==> src/rtl/hbc_pkg.sv <==
// Shared constants, types and helpers of the H-bridge control block
package hbc_pkg;

	// ====================================================================
	// Clock
	localparam int unsigned CLK_MHZ = 100;

	// ====================================================================
	// Register map: index per register, byte address is four times index
	localparam logic [9:0] REG_CTRL_IDX = 10'h000;
	localparam logic [9:0] REG_FAULT_IDX = 10'h001;
	localparam int unsigned IDX_LSB = 2;

	// Control register fields
	localparam int unsigned CTL_A_BIT = 0;
	localparam int unsigned CTL_B_BIT = 1;
	localparam int unsigned CODE_LSB = 2;
	localparam int unsigned CODE_W = 6;
	localparam logic [CODE_W-1:0] CODE_RST = 6'h00;

	// Fault register fields
	localparam int unsigned FLT_ERR_BIT = 0;
	localparam int unsigned FLT_OC_BIT = 1;
	localparam int unsigned FLT_UV_BIT = 2;
	localparam int unsigned FLT_OT_BIT = 3;
	localparam int unsigned FLT_LIM_BIT = 4;
	localparam int unsigned FLT_CLR_BIT = 7;

	// ====================================================================
	// Voltage target: gain times reference times (code + 1) over steps
	localparam int unsigned VREF_MV = 1285;
	localparam int unsigned VGAIN = 4;
	localparam int unsigned CODE_STEPS = 64;
	localparam int unsigned MV_W = 13;

	// ====================================================================
	// Timing
	localparam int unsigned LIM_DEGLITCH_NS = 3000;
	localparam int unsigned LIM_DEGLITCH_CYC = (LIM_DEGLITCH_NS * CLK_MHZ + 999) / 1000;
	localparam int unsigned LIM_FAULT_MS = 275;
	localparam int unsigned LIM_FAULT_CYC = LIM_FAULT_MS * CLK_MHZ * 1000;
	localparam int unsigned OC_TIME_NS = 1000;
	localparam int unsigned OC_TIME_CYC = (OC_TIME_NS * CLK_MHZ + 999) / 1000;
	localparam int unsigned SOFTSTART_MS = 12;
	localparam int unsigned DUTY_W = 8;
	localparam int unsigned RAMP_STEP_CYC = SOFTSTART_MS * CLK_MHZ * 1000 / (1 << DUTY_W);

	// ====================================================================
	// Bridge modes
	typedef enum logic [1:0] {MODE_COAST, MODE_REV, MODE_FWD, MODE_BRAKE} hbc_mode_e;

	// Decode the two control bits into a bridge mode
	function automatic hbc_mode_e hbc_decode(input logic a, input logic b);
		case ({a, b})
			2'b01: hbc_decode = MODE_REV;
			2'b10: hbc_decode = MODE_FWD;
			2'b11: hbc_decode = MODE_BRAKE;
			default: hbc_decode = MODE_COAST;
		endcase
	endfunction : hbc_decode

	// Target motor voltage in millivolts for a code
	function automatic logic [MV_W-1:0] hbc_target_mv(input logic [CODE_W-1:0] code);
		int unsigned v;
		v = VGAIN * VREF_MV * (int'(code) + 1) / CODE_STEPS;
		hbc_target_mv = v[MV_W-1:0];
	endfunction : hbc_target_mv

endpackage : hbc_pkg

==> src/rtl/hbc_sync.sv <==
// Two-stage synchroniser for comparator inputs
`timescale 1ns/100ps
module hbc_sync
	import hbc_pkg::*;
#(
	parameter int unsigned W = 1
)(
	// Clock and reset
	input wire logic core_clk,
	input wire logic arst_n,
	input wire logic clkEn,
	// Data
	input wire logic [W-1:0] asyncIn,
	output logic [W-1:0] syncOut
);

	typedef struct packed {
		logic [W-1:0] meta;
		logic [W-1:0] stable;
	} hbc_sync_s;

	hbc_sync_s state_q, state_d;

	if (W < 1)
	begin : g_chk
		$error("hbc_sync width must be at least one");
	end

	// First stage feeds only the second
	always_comb
	begin
		state_d = state_q;
		state_d.meta = asyncIn;
		state_d.stable = state_q.meta;
	end

	always_ff @(posedge core_clk or negedge arst_n)
	begin
		if (!arst_n)
			state_q <= '0;
		else if (clkEn)
			state_q <= state_d;
	end

	assign syncOut = state_q.stable;

endmodule : hbc_sync

==> src/rtl/hbc_pwm.sv <==
// Free-running PWM generator with registered on and period-end outputs
`timescale 1ns/100ps
module hbc_pwm
	import hbc_pkg::*;
#(
	parameter int unsigned DW = DUTY_W
)(
	// Clock and reset
	input wire logic core_clk,
	input wire logic arst_n,
	input wire logic clkEn,
	// Duty in, phase out
	input wire logic [DW-1:0] duty,
	output logic pwmOn,
	output logic periodEnd
);

	typedef struct packed {
		logic [DW-1:0] cnt;
		logic on;
		logic wrap;
	} hbc_pwm_s;

	hbc_pwm_s state_q, state_d;

	if (DW < 2 || DW > 16)
	begin : g_chk
		$error("hbc_pwm duty width out of range");
	end

	// Full-scale duty is held on through the whole period, so no off gap
	always_comb
	begin
		state_d = state_q;
		state_d.cnt = state_q.cnt + 1'b1;
		state_d.on = (&duty) || (state_q.cnt < duty);
		state_d.wrap = &state_q.cnt;
	end

	always_ff @(posedge core_clk or negedge arst_n)
	begin
		if (!arst_n)
			state_q <= '0;
		else if (clkEn)
			state_q <= state_d;
	end

	assign pwmOn = state_q.on;
	assign periodEnd = state_q.wrap;

endmodule : hbc_pwm

==> src/rtl/hbc_bridge_ctl.sv <==
// H-bridge control, regulation, protection and AHB-Lite register slave
`timescale 1ns/100ps
module hbc_bridge_ctl
	import hbc_pkg::*;
#(
	parameter int unsigned FAULT_CYC = LIM_FAULT_CYC,
	parameter int unsigned RAMP_CYC = RAMP_STEP_CYC
)(
	// Clock, reset and clock enable
	input wire logic core_clk,
	input wire logic arst_n,
	input wire logic clkEn,
	// AHB-Lite slave
	input wire logic hsel,
	input wire logic [31:0] haddr,
	input wire logic [1:0] htrans,
	input wire logic hwrite,
	input wire logic [2:0] hsize,
	input wire logic [31:0] hwdata,
	input wire logic hready,
	output logic hreadyout,
	output logic hresp,
	output logic [31:0] hrdata,
	// Analog comparator inputs, asynchronous
	input wire logic senseOverLimit,
	input wire logic [1:0] ocHighSide,
	input wire logic [1:0] ocLowSide,
	input wire logic overTemp,
	input wire logic lowSupply,
	input wire logic avgBelowTarget,
	input wire logic supplyBelowTarget,
	// Bridge gate drive, index 0 is out1, 1 is out2
	output logic [1:0] hiSideOn,
	output logic [1:0] loSideOn,
	// Status pins
	output logic sleepMode,
	output logic [MV_W-1:0] targetMv,
	output logic errorOutN
);

	// ====================================================================
	// Widths and checks
	localparam int unsigned FT_W = $clog2(FAULT_CYC + 1);
	localparam int unsigned RC_W = $clog2(RAMP_CYC + 1);
	localparam int unsigned DG_W = $clog2(LIM_DEGLITCH_CYC + 1);
	localparam int unsigned OC_W = $clog2(OC_TIME_CYC + 1);
	localparam logic [DUTY_W-1:0] DUTY_FULL = '1;

	if (FAULT_CYC < 2 || RAMP_CYC < 1 || FT_W > 32)
	begin : g_chk
		$error("hbc_bridge_ctl timing parameters out of range");
	end

	typedef struct packed {
		logic [CODE_W-1:0] code;
		logic ctlA;
		logic ctlB;
		logic limF;
		logic ocF;
		logic otF;
		logic uvF;
		logic [DG_W-1:0] dglCnt;
		logic limActive;
		logic [FT_W-1:0] faultCnt;
		logic [OC_W-1:0] ocCnt;
		logic [DUTY_W-1:0] duty;
		logic [DUTY_W-1:0] rampCap;
		logic [RC_W-1:0] rampCnt;
		logic dpWr;
		logic [9:0] dpIdx;
		logic [31:0] rdata;
		logic [1:0] hs;
		logic [1:0] ls;
		logic [MV_W-1:0] target;
		logic errN;
	} hbc_state_s;

	hbc_state_s state_q, state_d;

	// ====================================================================
	// Comparator synchronisers and PWM
	logic [8:0] syncIn;
	logic [8:0] syncOut;
	logic sense, otNow, uvNow, avgLow, supLow;
	logic [1:0] ocHs, ocLs;
	logic pwmOn, periodEnd;
	logic [DUTY_W-1:0] dutyEff;

	assign syncIn = {senseOverLimit, ocHighSide, ocLowSide, overTemp, lowSupply,
		avgBelowTarget, supplyBelowTarget};

	hbc_sync #(.W(9)) u_sync (
		.core_clk(core_clk),
		.arst_n(arst_n),
		.clkEn(clkEn),
		.asyncIn(syncIn),
		.syncOut(syncOut)
	);

	assign {sense, ocHs, ocLs, otNow, uvNow, avgLow, supLow} = syncOut;

	// Ramp cap bounds duty; low supply skips the regulator unless limiting
	assign dutyEff = (supLow && !state_q.limActive) ? state_q.rampCap :
		((state_q.duty < state_q.rampCap) ? state_q.duty : state_q.rampCap);

	hbc_pwm #(.DW(DUTY_W)) u_pwm (
		.core_clk(core_clk),
		.arst_n(arst_n),
		.clkEn(clkEn),
		.duty(dutyEff),
		.pwmOn(pwmOn),
		.periodEnd(periodEnd)
	);

	// ====================================================================
	// Next state
	hbc_mode_e modeNow, modeNew;
	logic addrPhase, driving, disabled, errNow;

	assign addrPhase = hsel && hready && htrans[1];
	assign modeNow = hbc_decode(state_q.ctlA, state_q.ctlB);

	always_comb
	begin
		state_d = state_q;
		modeNew = modeNow;
		// Bus address phase: latch write intent, capture read data now
		state_d.dpWr = addrPhase && hwrite;
		state_d.dpIdx = haddr[IDX_LSB +: 10];
		state_d.rdata = '0;
		if (addrPhase && !hwrite)
		begin
			case (haddr[IDX_LSB +: 10])
				REG_CTRL_IDX:
				begin
					state_d.rdata[CODE_LSB +: CODE_W] = state_q.code;
					state_d.rdata[CTL_A_BIT] = state_q.ctlA;
					state_d.rdata[CTL_B_BIT] = state_q.ctlB;
				end
				REG_FAULT_IDX:
				begin
					state_d.rdata[FLT_ERR_BIT] = errNow;
					state_d.rdata[FLT_OC_BIT] = state_q.ocF;
					state_d.rdata[FLT_UV_BIT] = state_q.uvF;
					state_d.rdata[FLT_OT_BIT] = state_q.otF;
					state_d.rdata[FLT_LIM_BIT] = state_q.limF;
				end
				default: state_d.rdata = '0;
			endcase
		end
		// Data phase writes; clears come first so that new events win
		if (state_q.dpWr)
		begin
			case (state_q.dpIdx)
				REG_CTRL_IDX:
				begin
					state_d.code = hwdata[CODE_LSB +: CODE_W];
					state_d.ctlA = hwdata[CTL_A_BIT];
					state_d.ctlB = hwdata[CTL_B_BIT];
					modeNew = hbc_decode(hwdata[CTL_A_BIT], hwdata[CTL_B_BIT]);
					if (hwdata[CTL_A_BIT] == hwdata[CTL_B_BIT])
					begin
						state_d.limF = 1'b0;
						state_d.faultCnt = '0;
					end
					if ((modeNow == MODE_COAST || modeNow == MODE_BRAKE) &&
						(modeNew == MODE_FWD || modeNew == MODE_REV))
					begin
						state_d.duty = '0;
						state_d.rampCap = '0;
						state_d.rampCnt = '0;
					end
				end
				REG_FAULT_IDX:
				begin
					if (hwdata[FLT_CLR_BIT])
					begin
						state_d.limF = 1'b0;
						state_d.ocF = 1'b0;
						state_d.otF = 1'b0;
						state_d.uvF = 1'b0;
					end
				end
				default: ;
			endcase
		end
		// Current-limit deglitch restarts whenever the sense drops
		if (sense && modeNow != MODE_COAST)
		begin
			if (state_q.dglCnt == DG_W'(LIM_DEGLITCH_CYC - 1))
				state_d.limActive = 1'b1;
			else
				state_d.dglCnt = state_q.dglCnt + 1'b1;
		end
		else
		begin
			state_d.dglCnt = '0;
			state_d.limActive = 1'b0;
		end
		// Sustained-limit timer; the bridge keeps running after it fires
		if (state_q.limActive && modeNow != MODE_COAST)
		begin
			if (state_q.faultCnt == FT_W'(FAULT_CYC - 1))
				state_d.limF = 1'b1;
			else
				state_d.faultCnt = state_q.faultCnt + 1'b1;
		end
		else if (!state_q.dpWr || state_q.dpIdx != REG_CTRL_IDX)
			state_d.faultCnt = '0;
		// Sleep drops any pending limit fault
		if (modeNow == MODE_COAST && !state_q.dpWr)
		begin
			state_d.limF = 1'b0;
			state_d.faultCnt = '0;
		end
		// Overcurrent on any single transistor, either side, latches
		if ((|ocHs) || (|ocLs))
		begin
			if (state_q.ocCnt == OC_W'(OC_TIME_CYC - 1))
				state_d.ocF = 1'b1;
			else
				state_d.ocCnt = state_q.ocCnt + 1'b1;
		end
		else
			state_d.ocCnt = '0;
		// Thermal and supply flags stick until cleared
		if (otNow)
			state_d.otF = 1'b1;
		if (uvNow)
			state_d.uvF = 1'b1;
		// Soft-start ramp raises the duty cap one step per interval
		if (driving)
		begin
			if (state_q.rampCnt >= RC_W'(RAMP_CYC - 1))
			begin
				state_d.rampCnt = '0;
				if (state_q.rampCap != DUTY_FULL)
					state_d.rampCap = state_q.rampCap + 1'b1;
			end
			else
				state_d.rampCnt = state_q.rampCnt + 1'b1;
		end
		else if (!state_q.dpWr)
			state_d.rampCnt = '0;
		// Regulator steps once per PWM period; limit chopping wins
		if (driving && periodEnd && !(state_q.dpWr && state_q.dpIdx == REG_CTRL_IDX))
		begin
			if (state_q.limActive)
			begin
				if (state_q.duty != '0)
					state_d.duty = state_q.duty - 1'b1;
			end
			else if (supLow)
				state_d.duty = DUTY_FULL;
			else if (avgLow)
			begin
				if (state_q.duty != DUTY_FULL)
					state_d.duty = state_q.duty + 1'b1;
			end
			else if (state_q.duty != '0)
				state_d.duty = state_q.duty - 1'b1;
		end
		// Gate drive; off time recirculates through both high sides
		case (modeNow)
			MODE_FWD:
			begin
				state_d.hs = pwmOn ? 2'b01 : 2'b11;
				state_d.ls = pwmOn ? 2'b10 : 2'b00;
			end
			MODE_REV:
			begin
				state_d.hs = pwmOn ? 2'b10 : 2'b11;
				state_d.ls = pwmOn ? 2'b01 : 2'b00;
			end
			MODE_BRAKE:
			begin
				state_d.hs = 2'b11;
				state_d.ls = 2'b00;
			end
			default:
			begin
				state_d.hs = 2'b00;
				state_d.ls = 2'b00;
			end
		endcase
		// Hard faults override; thermal and supply release on recovery
		if (disabled)
		begin
			state_d.hs = 2'b00;
			state_d.ls = 2'b00;
		end
		state_d.target = hbc_target_mv(state_q.code);
		state_d.errN = !errNow;
	end

	// Only forward and reverse use the regulator and ramp
	assign driving = (modeNow == MODE_FWD || modeNow == MODE_REV) && !disabled;
	assign disabled = state_q.ocF || otNow || uvNow;
	assign errNow = state_q.limF || disabled;

	// ====================================================================
	// State register; reset lands in sleep with the bridge off
	always_ff @(posedge core_clk or negedge arst_n)
	begin
		if (!arst_n)
		begin
			state_q <= '0;
			state_q.code <= CODE_RST;
			state_q.errN <= 1'b1;
		end
		else if (clkEn)
			state_q <= state_d;
	end

	// ====================================================================
	// Outputs
	assign hreadyout = 1'b1; // Zero wait states
	assign hresp = 1'b0;
	assign hrdata = state_q.rdata;
	assign hiSideOn = state_q.hs;
	assign loSideOn = state_q.ls;
	assign sleepMode = !(state_q.ctlA || state_q.ctlB);
	assign targetMv = state_q.target;
	assign errorOutN = state_q.errN;

endmodule : hbc_bridge_ctl

==> config.mk <==
export PLATFORM = sky130hd
export DESIGN_NAME = hbc_bridge_ctl
export DESIGN_NICKNAME = d
export VERILOG_FILES = /design/src/rtl/hbc_pkg.sv /design/src/rtl/hbc_sync.sv /design/src/rtl/hbc_pwm.sv /design/src/rtl/hbc_bridge_ctl.sv
export SDC_FILE = /design/constraint.sdc
export NUM_CORES = 1
export LEC_CHECK = 0
export BUFFER_PORTS_ARGS = -buffer_cell sky130_fd_sc_hd__buf_2
export CAP_MARGIN = 5
export CORE_MARGIN = 2
export CORE_UTILIZATION = 35
export DETAILED_ROUTE_END_ITERATION = 16
export PLACE_DENSITY = 0.59
export SETUP_SLACK_MARGIN = 0.4
export SYNTH_ARGS = -nofsm -noshare
export SYNTH_HDL_FRONTEND = slang
export SYNTH_SLANG_ARGS = --single-unit
export TNS_END_PERCENT = 100
==> constraint.sdc <==
create_clock -name core_clk -period 3.7 [get_ports core_clk]
set_input_delay 0.74 -clock core_clk [delete_from_list [all_inputs] [get_ports core_clk]]
set_output_delay 0.74 -clock core_clk [all_outputs]
set_load 0.01 [all_outputs]
# [After elaboration in Yosys (flattened, before gate mapping)]
# Index checks and enable logic that the tools add are counted.
# W data, S select, Z words.
[word_totals] input_bits=84 regBits=172 elab_cells=170 output_inout_bits=53
[op_classes] n_lt_le_gt_ge=3 n_addsub=9 multipliers=1 n_mux=54 eq_ne=24 reduce_logical=53
[ops] cell="$mux W25" count=7
[ops] cell="$mux W8" count=12
[ops] cell="$mux W29" count=3
[ops] cell="$mux W13" count=3
[ops] cell="$add A25 B1 Y25 const B" count=1
[ops] cell="$eq A25 B25 Y1 const B" count=1
[ops] cell="$add A8 B1 Y8 const B" count=3
[ops] cell="$eq A10 B1 Y1 const B" count=2
[ops] cell="$logic_not A10 Y1" count=2
[ops] cell="$mul A11 B7 Y17 const A" count=1
[ops] cell="$lt A8 B8 Y1" count=2
[ops] cell="$ne A8 B8 Y1 const B" count=2
[ops] cell="$reduce_and A8 Y1" count=2
[ops] cell="$eq A2 B2 Y1 const B" count=7
[ops] cell="$mux W7" count=2
[ops] cell="$reduce_bool A2 Y1" count=7
[ops] cell="$add A13 B1 Y13 const B" count=1
[ops] cell="$ge A13 B13 Y1 const B" count=1
[ops] cell="$logic_and A1 B1 Y1" count=13
[ops] cell="$mux W4" count=3
[ops] cell="$pmux W2 S3" count=2
[ops] cell="$pmux W4 S3" count=1
[ops] cell="$mux W1" count=11
[ops] cell="$logic_or A1 B1 Y1" count=10
[ops] cell="other kinds (25)" count=45

# [Longest topological paths before layout]
[depth] depth_word=15 mapped_depth=16 ltp_nobuf=15

# [Hierarchy]
# A second synthesis with hierarchy kept.
[unflattened] hier_cells=1038 hier_area_um2=9709.3
[by_module_without_submodules] module="hbc_bridge_ctl" seq_area_each_um2=3004.1 instances=1 cells_per_inst=939 area_per_inst_um2=8381.8
[by_module_without_submodules] module="hbc_sync" seq_area_each_um2=450.4 instances=1 cells_per_inst=38 area_per_inst_um2=721.9
[by_module_without_submodules] module="hbc_pwm" seq_area_each_um2=250.2 instances=1 cells_per_inst=61 area_per_inst_um2=605.6

# [Worst setup path before layout]
# Ideal clock, no wire load.
[synth_timing] path_type="register to register" from="reg state_q[138] in the netlist's numbering" to="reg state_q, in the netlist targetMv[9]" slack_ns=0.333 synth_period_minus_slack_ns=3.367 arrival_time_ns=3.243 path_buffers=1 path_stages_with_launch=15 setup_ns=0.125 required_time_ns=3.575 cell_sequence="dfrtp_1 > ha_1 > nand3_1 > xnor2_1 > ha_1 > ha_1 > ha_1 > ha_1 > clkbuf_1 > nand3_1 > o2bb2ai_1 > o21ai_0 > a31oi_1 > xnor2_1 > mux2_2"
[synth_between] elab_chain_cells=2
[synth_lines] item="from (decl)" line_no="hbc_bridge_ctl.sv:78" source="hbc_state_s state_q, state_d;"
[synth_lines] item="from (signal assigned)" line_no="hbc_bridge_ctl.sv:312" source="state_q <= state_d;"
[synth_lines] item="$add A6 B1 Y7" line_no="hbc_pkg.sv:65" source="v = VGAIN * VREF_MV * (int'(code) + 1) / CODE_STEPS;"
[synth_lines] item="$mul A11 B7 Y17" line_no="hbc_pkg.sv:65"
# No other way between the ends.
# A chain may end at the register's enable or synchronous reset.

# [Final worst setup path]
[layout_timing] from="reg state_q[139] in the netlist's numbering" to="reg state_q, in the netlist targetMv[9]"
# Same word-level chain as after synthesis.

==> metrics.md <==
| Metric | Value |
|---|---|
| HP Class | in2async |
| # clock sinks | 148 |
| Outcome | completed |
| Critical Path RT | 4.02 ns |
| Avg Inst Size Synth | 9.439 µm² |
| Post-route ant nets | 0 |
| PwrDens | 428.1 nW/µm² |
| DRT iter0 DRCs | 512 |
| Crit path launch type | register |
| Share of cells above drive strength 1 | 0.2031 |
| Ant. Diodes | 0 |
| DRC Markers | 0 |
| Top cells by count, synth | 147 x dfrtp_1, 79 x nand2_1, 61 x a21oi_1, 56 x nor2_1, 54 x o21ai_0 |
| IO Pins | 137 |
| Global Route Usage Sum | 0.1646 |
| Maxcap violations | 0 |
| Worst-path fanout max | 7 |
| Fin. Hold Viols | 0 |
| RSZ-0062 raised after global routing | yes |
| Maximum level of the CTS H-tree | 4 |
| Area delta synth->final | 15.00% |
| Vias in the first global route | 6865 |
| Final WL | 21750 µm |
| Width of the die | 164.6 µm |
| FF-to-FF path depth | 13 |
| Top_reg_cell synth | dfrtp_1 |
| Initial antenna violation count | 2 |
| CP arrival | 3.47 ns |
| Clock slew seen by the registers of the worst setup and hold paths | 0.07 ns |
| Routed len/inst | 16.06 µm |
| Post-synth EDFFs | 0 |
| Setup TNS | 0 ns |
| Syn. warnings | 0 |
| Fin crit share | 0.8498 |
| Crit end category | register |
| Clock Tree Buf Depth | 2 |
| Latest clock arrival within the worst-skew pair | 0.43 ns |
| Post-DP HPWL | 15190 µm |
| Total grt overflow | 0 |
| Vias/cell | 5.363 |
| Cell row count | 58 |
| Sequential share of the synthesized area | 0.4106 |
| Nets@finish | 1145 |
| FMAX | 318.0 MHz |
| Ranking of synthesized cells by area | dfrtp_1 41%, ha_1 6.9%, mux2_2 5.7%, buf_4 4.2%, a21oi_1 3.4% |
| Routability cong. | 0.8608 |
| Cell Area, Placed | 9543 µm² |
| Largest net degree at the start of global routing | 68 |
| Worst-margin pin slew | 0.9679 ns |
| Pleak | 4.504 nW |
| Post-synth ARST share | 1.000 |
| DR pass1 iterations | 7 |
| DR vias | 7261 |
| Worst vdd ir | 298.9 µV |
| R2R Path Start | state_q[139] |
| Netlist cell types | 69 |
| RR Endpoint | targetMv[9] |
| Rel. slew slack | 0.3488 |
| Clk_skew | 0.01147 ns |
| Clock Root Buffer | clkbuf_16 |
| Die area | 27080 µm² |
| CTS tree | built |
| R2R Setup Slk | 0.56 ns |
| Top cell type's share of synthesized area | 0.4077 |
| Min Clock Period, post-route | 3.144 ns |
| Die height | 164.6 µm |
| Port buffer count | 60 |
| Final Setup Violations | 0 |
| Final instance area | 10380 µm² |
| Cell taking the most area after synthesis | dfrtp_1 |
| Count leader, synth | dfrtp_1 |
| Netlist Area Pre-Place | 9024 µm² |
| Clock buffer count from CTS | 17 |
| Initial Util | 0.3573 |
| Core area | 25250 µm² |
| Flops & latches, synth | 148 |
| Fin. max-slew vios | 0 |
| Global-route wire length before repair | 35400 µm |
| Crit Path Category | reg2reg |
| Setup ws final | 0.5557 ns |
| Post-placement setup slack | 0.2160 ns |
| Cell count after synthesis | 956 |
| Final hold slack | 0.2993 ns |
[power breakdown]
part	switching [mW]	internal (mW)
Clock	0.742	1.16
Sequential	0.142	1.77
Combinational	0.345	0.290
Total	1.23	3.21
[area by class of cell]
type	count	area, µm²
Timing Repair Buffer	98	606.8
Clock buffer	19	442.9
Inverter	31	116.4
Sequential cell	148	3707
Fill cell	2494	14880
Tap cell	330	412.9
Clock inverter	13	197.7
Multi-Input combinational cell	715	4893
[worst max-delay path, cell delays in order (launching register included)]
cell and delay [ns]:
dfrtp_1 0.36, ha_2 0.20, nand3_1 0.12, xnor2_2 0.17, ha_1 0.30, ha_1 0.29, ha_1 0.33, ha_4 0.32
nand3_1 0.10, o2bb2ai_2 0.17, o21ai_2 0.14, a31oi_1 0.12, xnor2_1 0.14, mux2_2 0.26
[cells by family (layout without fill, tap and decap cells)]
family,Yosys count,after routing,synth area share
fa+ha+maj,50,50,0.06933
simple gates,314,314,0.1798
other cells,2,26,0.0008323
compound gates,233,234,0.1656
buf+inv,118,161,0.07169
xor+xnor,37,37,0.03591
mux,54,54,0.06628
flops,148,148,0.4106
[metal layers]
metal  GRT usage  routed length [µm]  vias to the layer above
met5           0                  13                        -
met4     0.05573                 351                        2
met3     0.03440                 902                       31
met2      0.2554                9844                      159
met1      0.2284               10640                     3510
li1            -                   -                     3559
[how the worst max path moves through the flow]
| stage | start | to | slack, ns | cells past startpoint |
|---|---|---|---|---|
| after global routing | state_q[138] | targetMv[9] | 0.39 | 13 |
| final | state_q[139] | targetMv[9] | 0.56 | 13 |
| after global placement | state_q[139] | targetMv[9] | 0.24 | 13 |
| after floorplan | state_q[138] | targetMv[9] | 0.42 | 14 |
| after CTS | state_q[138] | targetMv[9] | 0.42 | 13 |
| after detailed placement | state_q[139] | targetMv[9] | 0.22 | 13 |
[sequential cells by signal (all words and copies together) (netlist names)]
register / count
state_q: 94
targetMv: 13
u_sync.state_d: 9
u_sync.syncOut: 9
hrdata: 8
u_pwm.state_q: 8
hiSideOn: 2
loSideOn: 2
errorOutN: 1
u_pwm.periodEnd: 1
u_pwm.pwmOn: 1
[repair_timing]
| item | in CTS | in global routing |
|---|---|---|
| buffers inserted | 7 | 1 |
| setup endpoints to repair | 8 | 8 |
| pin swaps | 0 | 2 |
| resized for setup | 8 | 14 |
| hold buffers | 0 | 0 |
| gates cloned | 0 | 1 |
[layout by cell type, fill, tap and decap left out, types with 17 or more instances in the layout]
cell type	n
nor2_1	56
mux2_2	46
o21ai_0	53
clkbuf_16	17
a21oi_1	60
buf_4	38
ha_1	45
nand4_1	24
nor3_1	27
dfrtp_1	145
xnor2_1	20
conb_1	26
nand3_1	36
nand2_1	79
inv_1	31
a31oi_1	29
buf_2	58
a22o_1	18
[through the flow]
stage,utilization,instances,power [mW]
detailed placement,0.3779,1313,2.556
CTS,0.4065,1352,4.480
global route,0.4109,1354,4.652
global placement,0.3779,1313,2.545
finish,0.4109,1354,4.442
floorplan,-,980,2.396
Power figures use the tool's default switching activity.
